### src/hdl/pmec_pkg.sv
`default_nettype none
// ----------------------------------------------------------------
// Shared constants for the event-counting monitor.
// ----------------------------------------------------------------
package pmec_pkg;
   // Register select codes on the special-register port.
   localparam logic [1:0] SEL_CONTROL = 2'h0;
   localparam logic [1:0] SEL_COUNT_ONE = 2'h1;
   localparam logic [1:0] SEL_COUNT_TWO = 2'h2;
   // Reset values: everything clears at startup.
   localparam logic [31:0] CONTROL_RESET = 32'h0000_0000;
   localparam logic [31:0] COUNT_RESET = 32'h0000_0000;
   // Control fields; index = 31 - printed bit number.
   localparam int FREEZE_ALWAYS = 31;
   localparam int FREEZE_SUPER = 30;
   localparam int FREEZE_USER = 29;
   localparam int FREEZE_MARKED = 28;
   localparam int FREEZE_UNMARKED = 27;
   localparam int IRQ_ENABLE = 26;
   localparam int FREEZE_ON_IRQ = 25;
   localparam int TB_SEL_HI = 24;
   localparam int TB_SEL_LO = 23;
   localparam int TB_EDGE_EN = 22;
   localparam int THRESH_HI = 21;
   localparam int THRESH_LO = 16;
   localparam int ONE_NEG_EN = 15;
   localparam int TWO_NEG_EN = 14;
   localparam int TWO_HOLD = 13;
   localparam int SEL_ONE_HI = 12;
   localparam int SEL_ONE_LO = 6;
   localparam int SEL_TWO_HI = 5;
   localparam int SEL_TWO_LO = 0;
   // Only the low five selector bits name an event.
   localparam int EVENT_CODE_BITS = 5;
   // Counter sign bit (printed bit 0).
   localparam int SIGN_BIT = 31;
   // Time-base bits as printed, big-endian numbering.
   localparam int TB_PICK_0 = 63;
   localparam int TB_PICK_1 = 55;
   localparam int TB_PICK_2 = 51;
   localparam int TB_PICK_3 = 47;
   localparam int TB_MSB = 63;
endpackage : pmec_pkg
`default_nettype wire

### src/hdl/pmec_top.sv
`default_nettype none
// Notes on behaviour
// Select code picks time-base bit 63/55/51/47.
// Enabled time-base rising edge raises interrupt.
// Only software changes the edge enable.
// Six-bit threshold field is fully read/write.
// Counter one negative interrupts when enabled.
// Counter two enable overrides freeze on interrupt.
// Hold counter two until trigger or interrupt.
// Seven-bit event selector for counter one.
// Six-bit event selector for counter two.
// Count only in the configured state.
// Eight state conditions gate counting.
// Freeze bits all zero: always count.
// Freeze-always bit stops all counting.
// Two 32-bit counters, reset clear, loadable.
// Sign bit marks a counter negative.
// Interrupt clears the global enable bit.
// Freeze on interrupt stops the counters; counter two keeps counting while its trigger hold is set.
// Per-state freeze bits stop both counters.
// Edge found by keeping the previous sample.
// Interrupt only when enabled; clears enable.
// ----------------------------------------------------------------
// Top of the event-counting monitor.
// ----------------------------------------------------------------
module pmec_top
   import pmec_pkg::*;
#(
   parameter int WIDTH = 32, // Counter and register width.
   parameter int EVENTS = 32 // Event lines per counter.
) (
   // Clock and reset.
   input wire logic i_clk_sys,
   input wire logic i_rst_b,
   // Special-register port from the core.
   input wire logic i_spr_wr,
   input wire logic i_spr_rd,
   input wire logic [1:0] i_spr_sel,
   input wire logic [WIDTH-1:0] i_spr_wdata,
   output logic [WIDTH-1:0] o_spr_rdata,
   output logic o_spr_rvalid,
   // Machine state from the core.
   input wire logic i_privilege_state_bit,
   input wire logic i_process_mark_bit,
   // Time base and event lines.
   input wire logic [63:0] i_timebase,
   input wire logic [EVENTS-1:0] i_events_one,
   input wire logic [EVENTS-1:0] i_events_two,
   // Monitor interrupt and status.
   output logic o_monitor_interrupt,
   output logic o_count_enable
);
   // ----------------------------------------------------------------
   // Reset release
   // ----------------------------------------------------------------
   logic rst_meta; // First stage of the release.
   logic rst_b; // Released reset used everywhere.

   // Reset asserts at once and releases after two edges.
   always_ff @(posedge i_clk_sys or negedge i_rst_b) begin
      if (!i_rst_b) begin
         rst_meta <= 1'b0;
         rst_b <= 1'b0;
      end else begin
         rst_meta <= 1'b1;
         rst_b <= rst_meta;
      end
   end

   // ----------------------------------------------------------------
   // Control register and decoded fields
   // ----------------------------------------------------------------
   logic [WIDTH-1:0] monitor_control; // The control word.
   logic wr_control; // Software writes control.
   logic wr_one; // Software loads counter one.
   logic wr_two; // Software loads counter two.
   logic [WIDTH-1:0] count_one; // Counter one value.
   logic [WIDTH-1:0] count_two; // Counter two value.
   logic monitor_irq_enable; // Global interrupt enable.
   logic freeze_on_irq; // Freeze when interrupting.
   logic [1:0] timebase_bit_select; // Time-base bit choice.
   logic timebase_edge_irq_enable; // Edge interrupt enable.
   logic counter_one_negative_irq_enable; // Counter one enable.
   logic counter_two_negative_irq_enable; // Counter two enable.
   logic counter_two_trigger_hold; // Hold counter two.
   logic [6:0] counter_one_event_select; // Event code, one.
   logic [5:0] counter_two_event_select; // Event code, two.

   assign wr_control = i_spr_wr && i_spr_sel == SEL_CONTROL;
   assign wr_one = i_spr_wr && i_spr_sel == SEL_COUNT_ONE;
   assign wr_two = i_spr_wr && i_spr_sel == SEL_COUNT_TWO;

   assign monitor_irq_enable = monitor_control[IRQ_ENABLE];
   assign freeze_on_irq = monitor_control[FREEZE_ON_IRQ];
   assign timebase_bit_select = monitor_control[TB_SEL_HI:TB_SEL_LO];
   assign timebase_edge_irq_enable = monitor_control[TB_EDGE_EN];
   assign counter_one_negative_irq_enable = monitor_control[ONE_NEG_EN];
   assign counter_two_negative_irq_enable = monitor_control[TWO_NEG_EN];
   assign counter_two_trigger_hold = monitor_control[TWO_HOLD];
   assign counter_one_event_select = monitor_control[SEL_ONE_HI:SEL_ONE_LO];
   assign counter_two_event_select = monitor_control[SEL_TWO_HI:SEL_TWO_LO];

   // ----------------------------------------------------------------
   // Interrupt decision
   // ----------------------------------------------------------------
   logic tb_rise; // Chosen time-base bit rose.
   logic one_negative; // Counter one sign bit.
   logic two_negative; // Counter two sign bit.
   logic irq_now; // Interrupt is signalled this cycle.

   pmec_tb_edge u_tb_edge (
      .i_clk(i_clk_sys),
      .i_rst_b(rst_b),
      .i_timebase(i_timebase),
      .i_select(timebase_bit_select),
      .o_rise(tb_rise)
   );

   assign one_negative = count_one[SIGN_BIT];
   assign two_negative = count_two[SIGN_BIT];

   // The global enable gates every source, so once it is cleared the
   // sign bits may stay set without re-firing until software asks.
   assign irq_now = monitor_irq_enable
      && ((counter_one_negative_irq_enable && one_negative)
      || (counter_two_negative_irq_enable && two_negative)
      || (timebase_edge_irq_enable && tb_rise));

   // ----------------------------------------------------------------
   // Control register update
   // ----------------------------------------------------------------
   // Software writes win over the hardware clear of the enable, so a
   // re-enable issued in the same cycle is not lost. Hardware touches
   // only the global enable; the edge enable is software-only.
   always_ff @(posedge i_clk_sys or negedge rst_b) begin
      if (!rst_b) begin
         monitor_control <= CONTROL_RESET;
      end else if (wr_control) begin
         monitor_control <= i_spr_wdata;
      end else if (irq_now) begin
         monitor_control[IRQ_ENABLE] <= 1'b0;
      end
   end

   // ----------------------------------------------------------------
   // Counting gate
   // ----------------------------------------------------------------
   logic state_ok; // Current state is one that counts.

   // Each per-state freeze bit vetoes one state and the freeze-always bit vetoes
   // all; combinations give the eight conditions, and all clear counts everywhere.
   always_comb begin
      state_ok = 1'b1;
      if (monitor_control[FREEZE_ALWAYS]) begin
         state_ok = 1'b0;
      end
      if (monitor_control[FREEZE_SUPER] && !i_privilege_state_bit) begin
         state_ok = 1'b0;
      end
      if (monitor_control[FREEZE_USER] && i_privilege_state_bit) begin
         state_ok = 1'b0;
      end
      if (monitor_control[FREEZE_MARKED] && i_process_mark_bit) begin
         state_ok = 1'b0;
      end
      if (monitor_control[FREEZE_UNMARKED] && !i_process_mark_bit) begin
         state_ok = 1'b0;
      end
   end

   // ----------------------------------------------------------------
   // Freeze and trigger flags
   // ----------------------------------------------------------------
   logic irq_frozen; // An interrupt froze the counters.
   logic two_triggered; // Counter two has been released.

   // Both flags rearm on a control write; a setting event in the same
   // cycle wins so it is not lost.
   always_ff @(posedge i_clk_sys or negedge rst_b) begin
      if (!rst_b) begin
         irq_frozen <= 1'b0;
      end else if (irq_now && freeze_on_irq) begin
         irq_frozen <= 1'b1;
      end else if (wr_control) begin
         irq_frozen <= 1'b0;
      end
   end

   always_ff @(posedge i_clk_sys or negedge rst_b) begin
      if (!rst_b) begin
         two_triggered <= 1'b0;
      end else if (one_negative || irq_now) begin
         two_triggered <= 1'b1;
      end else if (wr_control) begin
         two_triggered <= 1'b0;
      end
   end

   // ----------------------------------------------------------------
   // Event selection and counters
   // ----------------------------------------------------------------
   logic event_one; // Selected event for counter one.
   logic event_two; // Selected event for counter two.
   logic inc_one; // Counter one counts this cycle.
   logic inc_two; // Counter two counts this cycle.
   logic two_irq_frozen; // Interrupt freeze applies to two.

   // Upper selector bits are reserved: a code using them selects no
   // event rather than aliasing onto a defined one.
   always_comb begin
      event_one = 1'b0;
      event_two = 1'b0;
      if (counter_one_event_select[6:EVENT_CODE_BITS] == 2'h0) begin
         event_one = i_events_one[counter_one_event_select[4:0]];
      end
      if (counter_two_event_select[5:EVENT_CODE_BITS] == 1'b0) begin
         event_two = i_events_two[counter_two_event_select[4:0]];
      end
   end

   // Counter two ignores the interrupt freeze while it is held for a
   // trigger, and also while its own negative interrupt is enabled.
   assign two_irq_frozen = irq_frozen && !counter_two_trigger_hold
      && !counter_two_negative_irq_enable;
   assign inc_one = state_ok && !irq_frozen && event_one;
   assign inc_two = state_ok && !two_irq_frozen && event_two
      && (!counter_two_trigger_hold || two_triggered);

   pmec_counter #(.WIDTH(WIDTH)) u_count_one (
      .i_clk(i_clk_sys),
      .i_rst_b(rst_b),
      .i_load(wr_one),
      .i_load_value(i_spr_wdata),
      .i_inc(inc_one),
      .o_value(count_one)
   );

   pmec_counter #(.WIDTH(WIDTH)) u_count_two (
      .i_clk(i_clk_sys),
      .i_rst_b(rst_b),
      .i_load(wr_two),
      .i_load_value(i_spr_wdata),
      .i_inc(inc_two),
      .o_value(count_two)
   );

   // ----------------------------------------------------------------
   // Outputs
   // ----------------------------------------------------------------
   // Reads return the value before any same-cycle write; an unused
   // select code reads zero.
   always_ff @(posedge i_clk_sys or negedge rst_b) begin
      if (!rst_b) begin
         o_spr_rdata <= '0;
         o_spr_rvalid <= 1'b0;
      end else begin
         o_spr_rvalid <= i_spr_rd;
         case (i_spr_sel)
            SEL_CONTROL: o_spr_rdata <= i_spr_rd ? monitor_control : '0;
            SEL_COUNT_ONE: o_spr_rdata <= i_spr_rd ? count_one : '0;
            SEL_COUNT_TWO: o_spr_rdata <= i_spr_rd ? count_two : '0;
            default: o_spr_rdata <= '0;
         endcase
      end
   end

   // The interrupt is a one-cycle pulse; the core latches it.
   always_ff @(posedge i_clk_sys or negedge rst_b) begin
      if (!rst_b) begin
         o_monitor_interrupt <= 1'b0;
         o_count_enable <= 1'b0;
      end else begin
         o_monitor_interrupt <= irq_now;
         o_count_enable <= state_ok;
      end
   end
endmodule // pmec_top
`default_nettype wire

### src/hdl/pmec_counter.sv
`default_nettype none
// ----------------------------------------------------------------
// One 32-bit event counter with software load.
// ----------------------------------------------------------------
module pmec_counter
   import pmec_pkg::*;
#(
   parameter int WIDTH = 32
) (
   // Clock and reset.
   input wire logic i_clk,
   input wire logic i_rst_b,
   // Software load.
   input wire logic i_load,
   input wire logic [WIDTH-1:0] i_load_value,
   // Count one event this cycle.
   input wire logic i_inc,
   // Current count.
   output logic [WIDTH-1:0] o_value
);
   // Load beats counting, so software always sees its own value.
   always_ff @(posedge i_clk or negedge i_rst_b) begin
      if (!i_rst_b) begin
         o_value <= WIDTH'(COUNT_RESET);
      end else if (i_load) begin
         o_value <= i_load_value;
      end else if (i_inc) begin
         o_value <= o_value + WIDTH'(1);
      end
   end
endmodule // pmec_counter
`default_nettype wire

### src/hdl/pmec_tb_edge.sv
`default_nettype none
// ----------------------------------------------------------------
// Picks one time-base bit and flags its rising edge.
// ----------------------------------------------------------------
module pmec_tb_edge
   import pmec_pkg::*;
(
   // Clock and reset.
   input wire logic i_clk,
   input wire logic i_rst_b,
   // Time base and bit choice.
   input wire logic [63:0] i_timebase,
   input wire logic [1:0] i_select,
   // Rising edge of the chosen bit.
   output logic o_rise
);
   logic picked; // Chosen bit this cycle.
   logic picked_prev; // Chosen bit one cycle ago.

   // Printed numbering is big-endian, hence TB_MSB minus the bit.
   always_comb begin
      case (i_select)
         2'h0: picked = i_timebase[TB_MSB - TB_PICK_0];
         2'h1: picked = i_timebase[TB_MSB - TB_PICK_1];
         2'h2: picked = i_timebase[TB_MSB - TB_PICK_2];
         default: picked = i_timebase[TB_MSB - TB_PICK_3];
      endcase
   end

   // A change of selection can fake one edge; software sets the
   // select before enabling the edge interrupt.
   always_ff @(posedge i_clk or negedge i_rst_b) begin
      if (!i_rst_b) begin
         picked_prev <= 1'b0;
      end else begin
         picked_prev <= picked;
      end
   end

   assign o_rise = picked & ~picked_prev;
endmodule // pmec_tb_edge
`default_nettype wire

### config.mk
export PLATFORM = sky130hd
export DESIGN_NAME = pmec_top
export DESIGN_NICKNAME = d
export VERILOG_FILES = /design/src/hdl/pmec_pkg.sv /design/src/hdl/pmec_top.sv /design/src/hdl/pmec_counter.sv /design/src/hdl/pmec_tb_edge.sv
export SDC_FILE = /design/constraint.sdc
export NUM_CORES = 1
export LEC_CHECK = 0
export BUFFER_PORTS_ARGS = -buffer_cell sky130_fd_sc_hd__buf_2
export CAP_MARGIN = 10
export CORE_UTILIZATION = 54
export DETAILED_ROUTE_END_ITERATION = 10
export PLACE_DENSITY = 0.81
export SLEW_MARGIN = 10
export SYNTH_ARGS = -nofsm -noshare
export SYNTH_HDL_FRONTEND = slang
export SYNTH_SLANG_ARGS = --single-unit
export TNS_END_PERCENT = 10
### constraint.sdc
create_clock -name i_clk_sys -period 5.7 [get_ports i_clk_sys]
set_input_delay 1.14 -clock i_clk_sys [delete_from_list [all_inputs] [get_ports i_clk_sys]]
set_output_delay 1.14 -clock i_clk_sys [all_outputs]
set_load 0.02 [all_outputs]
==> results.yml <==
run_status:
  status: "completed"
floorplanning:
  die_y_um: 125
  die_area_um2: 15600
  core_area_um2: 14600
  die_w_um: 125
  rows: 44
  start_util: 0.557
  ios: 203
synth:
  synthDominantCellAreaShare: 0.419
  ys.flop_type: "dfrtp_1"
  synth_cell_types: 61
  yosys.area.top_type: "dfrtp_1"
  synth-seq-cells: 136
  synth_top_family_by_area: "simple AND/OR/NAND/NOR gates"
  synth_common_cells: "nand2_1 (156), dfrtp_1 (136), mux2i_1 (68), nor2_1 (64), clkbuf_1 (49)"
  synth_xor_area_frac: 0.00108
  syn_nets: 1100
  syn_area_um2: 8130
  synth_area_leaders: "dfrtp_1 (42%), mux2i_1 (8.4%), nand2_1 (7.2%)"
  syn_inst: 930
  ys_async_sr_fraction: 1.00
  synthSimpleGateAreaFrac: 0.304
  synth_most_common_cell: "nand2_1"
  synth.area.mux_share: 0.0911
  synth_edf_count: 0
  syn_area_per_cell_um2: 8.74
  synth_fa_ha_area_frac: 0.00308
  ys_seq_area_frac: 0.419
  ys_warn_count: 0
  synth_compound_area_frac: 0.144
route:
  drt_iter0_drc: 853
  vias: 7843
  wire_per_inst_um: 18.9
  vias_per_cell: 6.34
  firstDrtPassIters: 6
  routed_wl_um: 23400
  drc: 0
  antenna_left: 0
clock_network:
  clk_path_buf_depth: 2
  ctsResizeCount: 0
  clock_latency_ns: 0.43
  cts_buffers: 17
  cts_max_level: 4
  post_cts_buffers: 0
  ctsHoldBuffers: 0
  clkSinkCount: 136
  root_buffer: "clkbuf_16"
  cts_tree: "yes"
  path_clk_slew_ns: 0.06
timing:
  finalClockSkew_ns: 0.00844
  setup_tns_ns: 0
  period_minus_slack_ns: 3.59
  finalCritPeriodShare: 0.631
  holdWs_ns: 0.331
  hold_violations: 0
  slew_headroom: 0.340
  rsz0062_at_grt: "false"
  setup_viol: 0
  fmax_ghz: 0.278
  report.final.slew_viol_count: 0
  worst_slew_pin_slew_ns: 0.978
critical_path:
  critical_path.max_fanout: 10
  endpoint_kind: "flop"
  reg2reg_from: "monitor_control[0]"
  critPathRequiredTime_ns: 6.07
  cp-start-kind: "input port"
  r2r-end: "u_count_two.o_value[23]"
  critical_path_class: "input port to flop"
  worstPathArrival_ns: 3.96
  rrSetupSlack_ns: 2.56
  ff2ff_path_depth: 7
run:
  maxCapViolations: 0
place:
  dp_hpwl_um: 16000
  place.gp.congestion: 0.939
  portBuffers: 142
hold_path:
  holdCritPathClass: "flop to async pin"
global_routing:
  grt-ovfl-total: 0
  grt_max_degree: 60
  grt_pass1_wl_um: 38700
  antenna_found_initial: 0
  grt_pass1_vias: 7528
  track_usage: 0.314
cells_and_area:
  n_fill_cell: 1236
  diodes: 0
  drive_gt1_frac: 0.191
  syn2layout_area_growth_pct: 16.8
  nets: 1210
power_and_ir_drop:
  power_density_nw_per_um2: 334
  leakage_nw: 4.22
  vdd_drop_max_v: 0.000217
## area by class of cell
| cell class | instances | area (µm²) | area share |
|---|---|---|---|
| clock buffer | 21 | 470 | 0.0495 |
| clock inverter | 11 | 123 | 0.0129 |
| timing repair buffer | 152 | 786 | 0.0827 |
| sequential | 136 | 3410 | 0.359 |
| tap | 184 | 230 | 0.0242 |
| multi-input combinational | 718 | 4420 | 0.466 |
| inverter | 15 | 56.3 | 0.00593 |
## where the power goes
part           internal, W  switching (W)  leakage (nW)
sequential         0.00112       0.000205          1.63
combinational     0.000301       0.000450          2.31
clock             0.000677       0.000425         0.281
total              0.00210        0.00108          4.22
## flip-flops by register name (all words and copies together) (netlist names)
| name | cells |
|---|---|
| monitor_control | 32 |
| o_spr_rdata | 32 |
| u_count_one.o_value | 32 |
| u_count_two.o_value | 32 |
| irq_frozen | 1 |
| o_count_enable | 1 |
| o_monitor_interrupt | 1 |
| o_spr_rvalid | 1 |
| rst_b | 1 |
| rst_meta | 1 |
| two_triggered | 1 |
| u_tb_edge.picked_prev | 1 |
## per-stage QoR
step	total power (W)	cell area, µm²	cells	util	worst slack [ns]
3_5_place_dp	0.00208	8900	1205	0.610	1.77
2_1_floorplan	0.00183	8130	930	-	1.63
4_1_cts	0.00317	9500	1237	0.651	2.23
5_1_grt	0.00334	9500	1237	0.651	2.00
3_3_place_gp	0.00204	8900	1205	0.610	1.84
6_report	0.00318	9500	1237	0.651	2.11
## layer usage
metal / global-route usage / vias to the layer above / part of all wire
met5: 0 / - / 0
met4: 0.133 / 0 / 0.028
met3: 0.0623 / 62 / 0.079
met2: 0.501 / 368 / 0.48
met1: 0.414 / 3783 / 0.42
li1: - / 3630 / -
## critical path, stage by stage
cell and delay, ns:
buf_2 0.10, mux2_2 0.40, nor3_4 0.34, nand4_1 0.52, a41oi_1 0.77, buf_4 0.29
nor4b_1 0.24, o31a_1 0.15
## cells by family (layout without fill, tap and decap cells)
| group | count (synthesis) | in the layout |
|---|---|---|
| and+or+nand+nor | 465 | 465 |
| AOI/OAI and AO/OA | 177 | 177 |
| DFF | 136 | 136 |
| buffers and inverters | 76 | 199 |
| muxes | 72 | 72 |
| adders and majority gates | 2 | 2 |
| other | 1 | 1 |
| xor gates and xnor gates | 1 | 1 |
## worst max path at each step
stage / start / to / slack [ns] / cells past startpoint
2_1_floorplan: rst_b / irq_frozen / 1.63 / 0
3_3_place_gp: i_privilege_state_bit / u_count_two.o_value[23] / 1.84 / 8
3_5_place_dp: i_privilege_state_bit / u_count_two.o_value[23] / 1.77 / 8
4_1_cts: i_privilege_state_bit / u_count_two.o_value[23] / 2.23 / 8
5_1_grt: i_privilege_state_bit / u_count_two.o_value[23] / 2.00 / 8
6_report: i_process_mark_bit / u_count_two.o_value[23] / 2.11 / 8
## layout by cell type (no fill, tap or decap), drive strengths merged, types with 9 or more instances in the layout
| master | instances |
|---|---|
| nand3b | 34 |
| dfrtp | 136 |
| a22oi | 10 |
| nor3 | 10 |
| or3 | 12 |
| nand4 | 17 |
| nor2 | 64 |
| clkbuf | 21 |
| a21oi | 9 |
| nand2 | 156 |
| and3 | 12 |
| o31ai | 26 |
| o21ai | 47 |
| nand3 | 48 |
| a31oi | 47 |
| and2 | 45 |
| mux2i | 68 |
| inv | 15 |
| buf | 152 |
| or4 | 30 |
(Power assumes the default switching activity.)
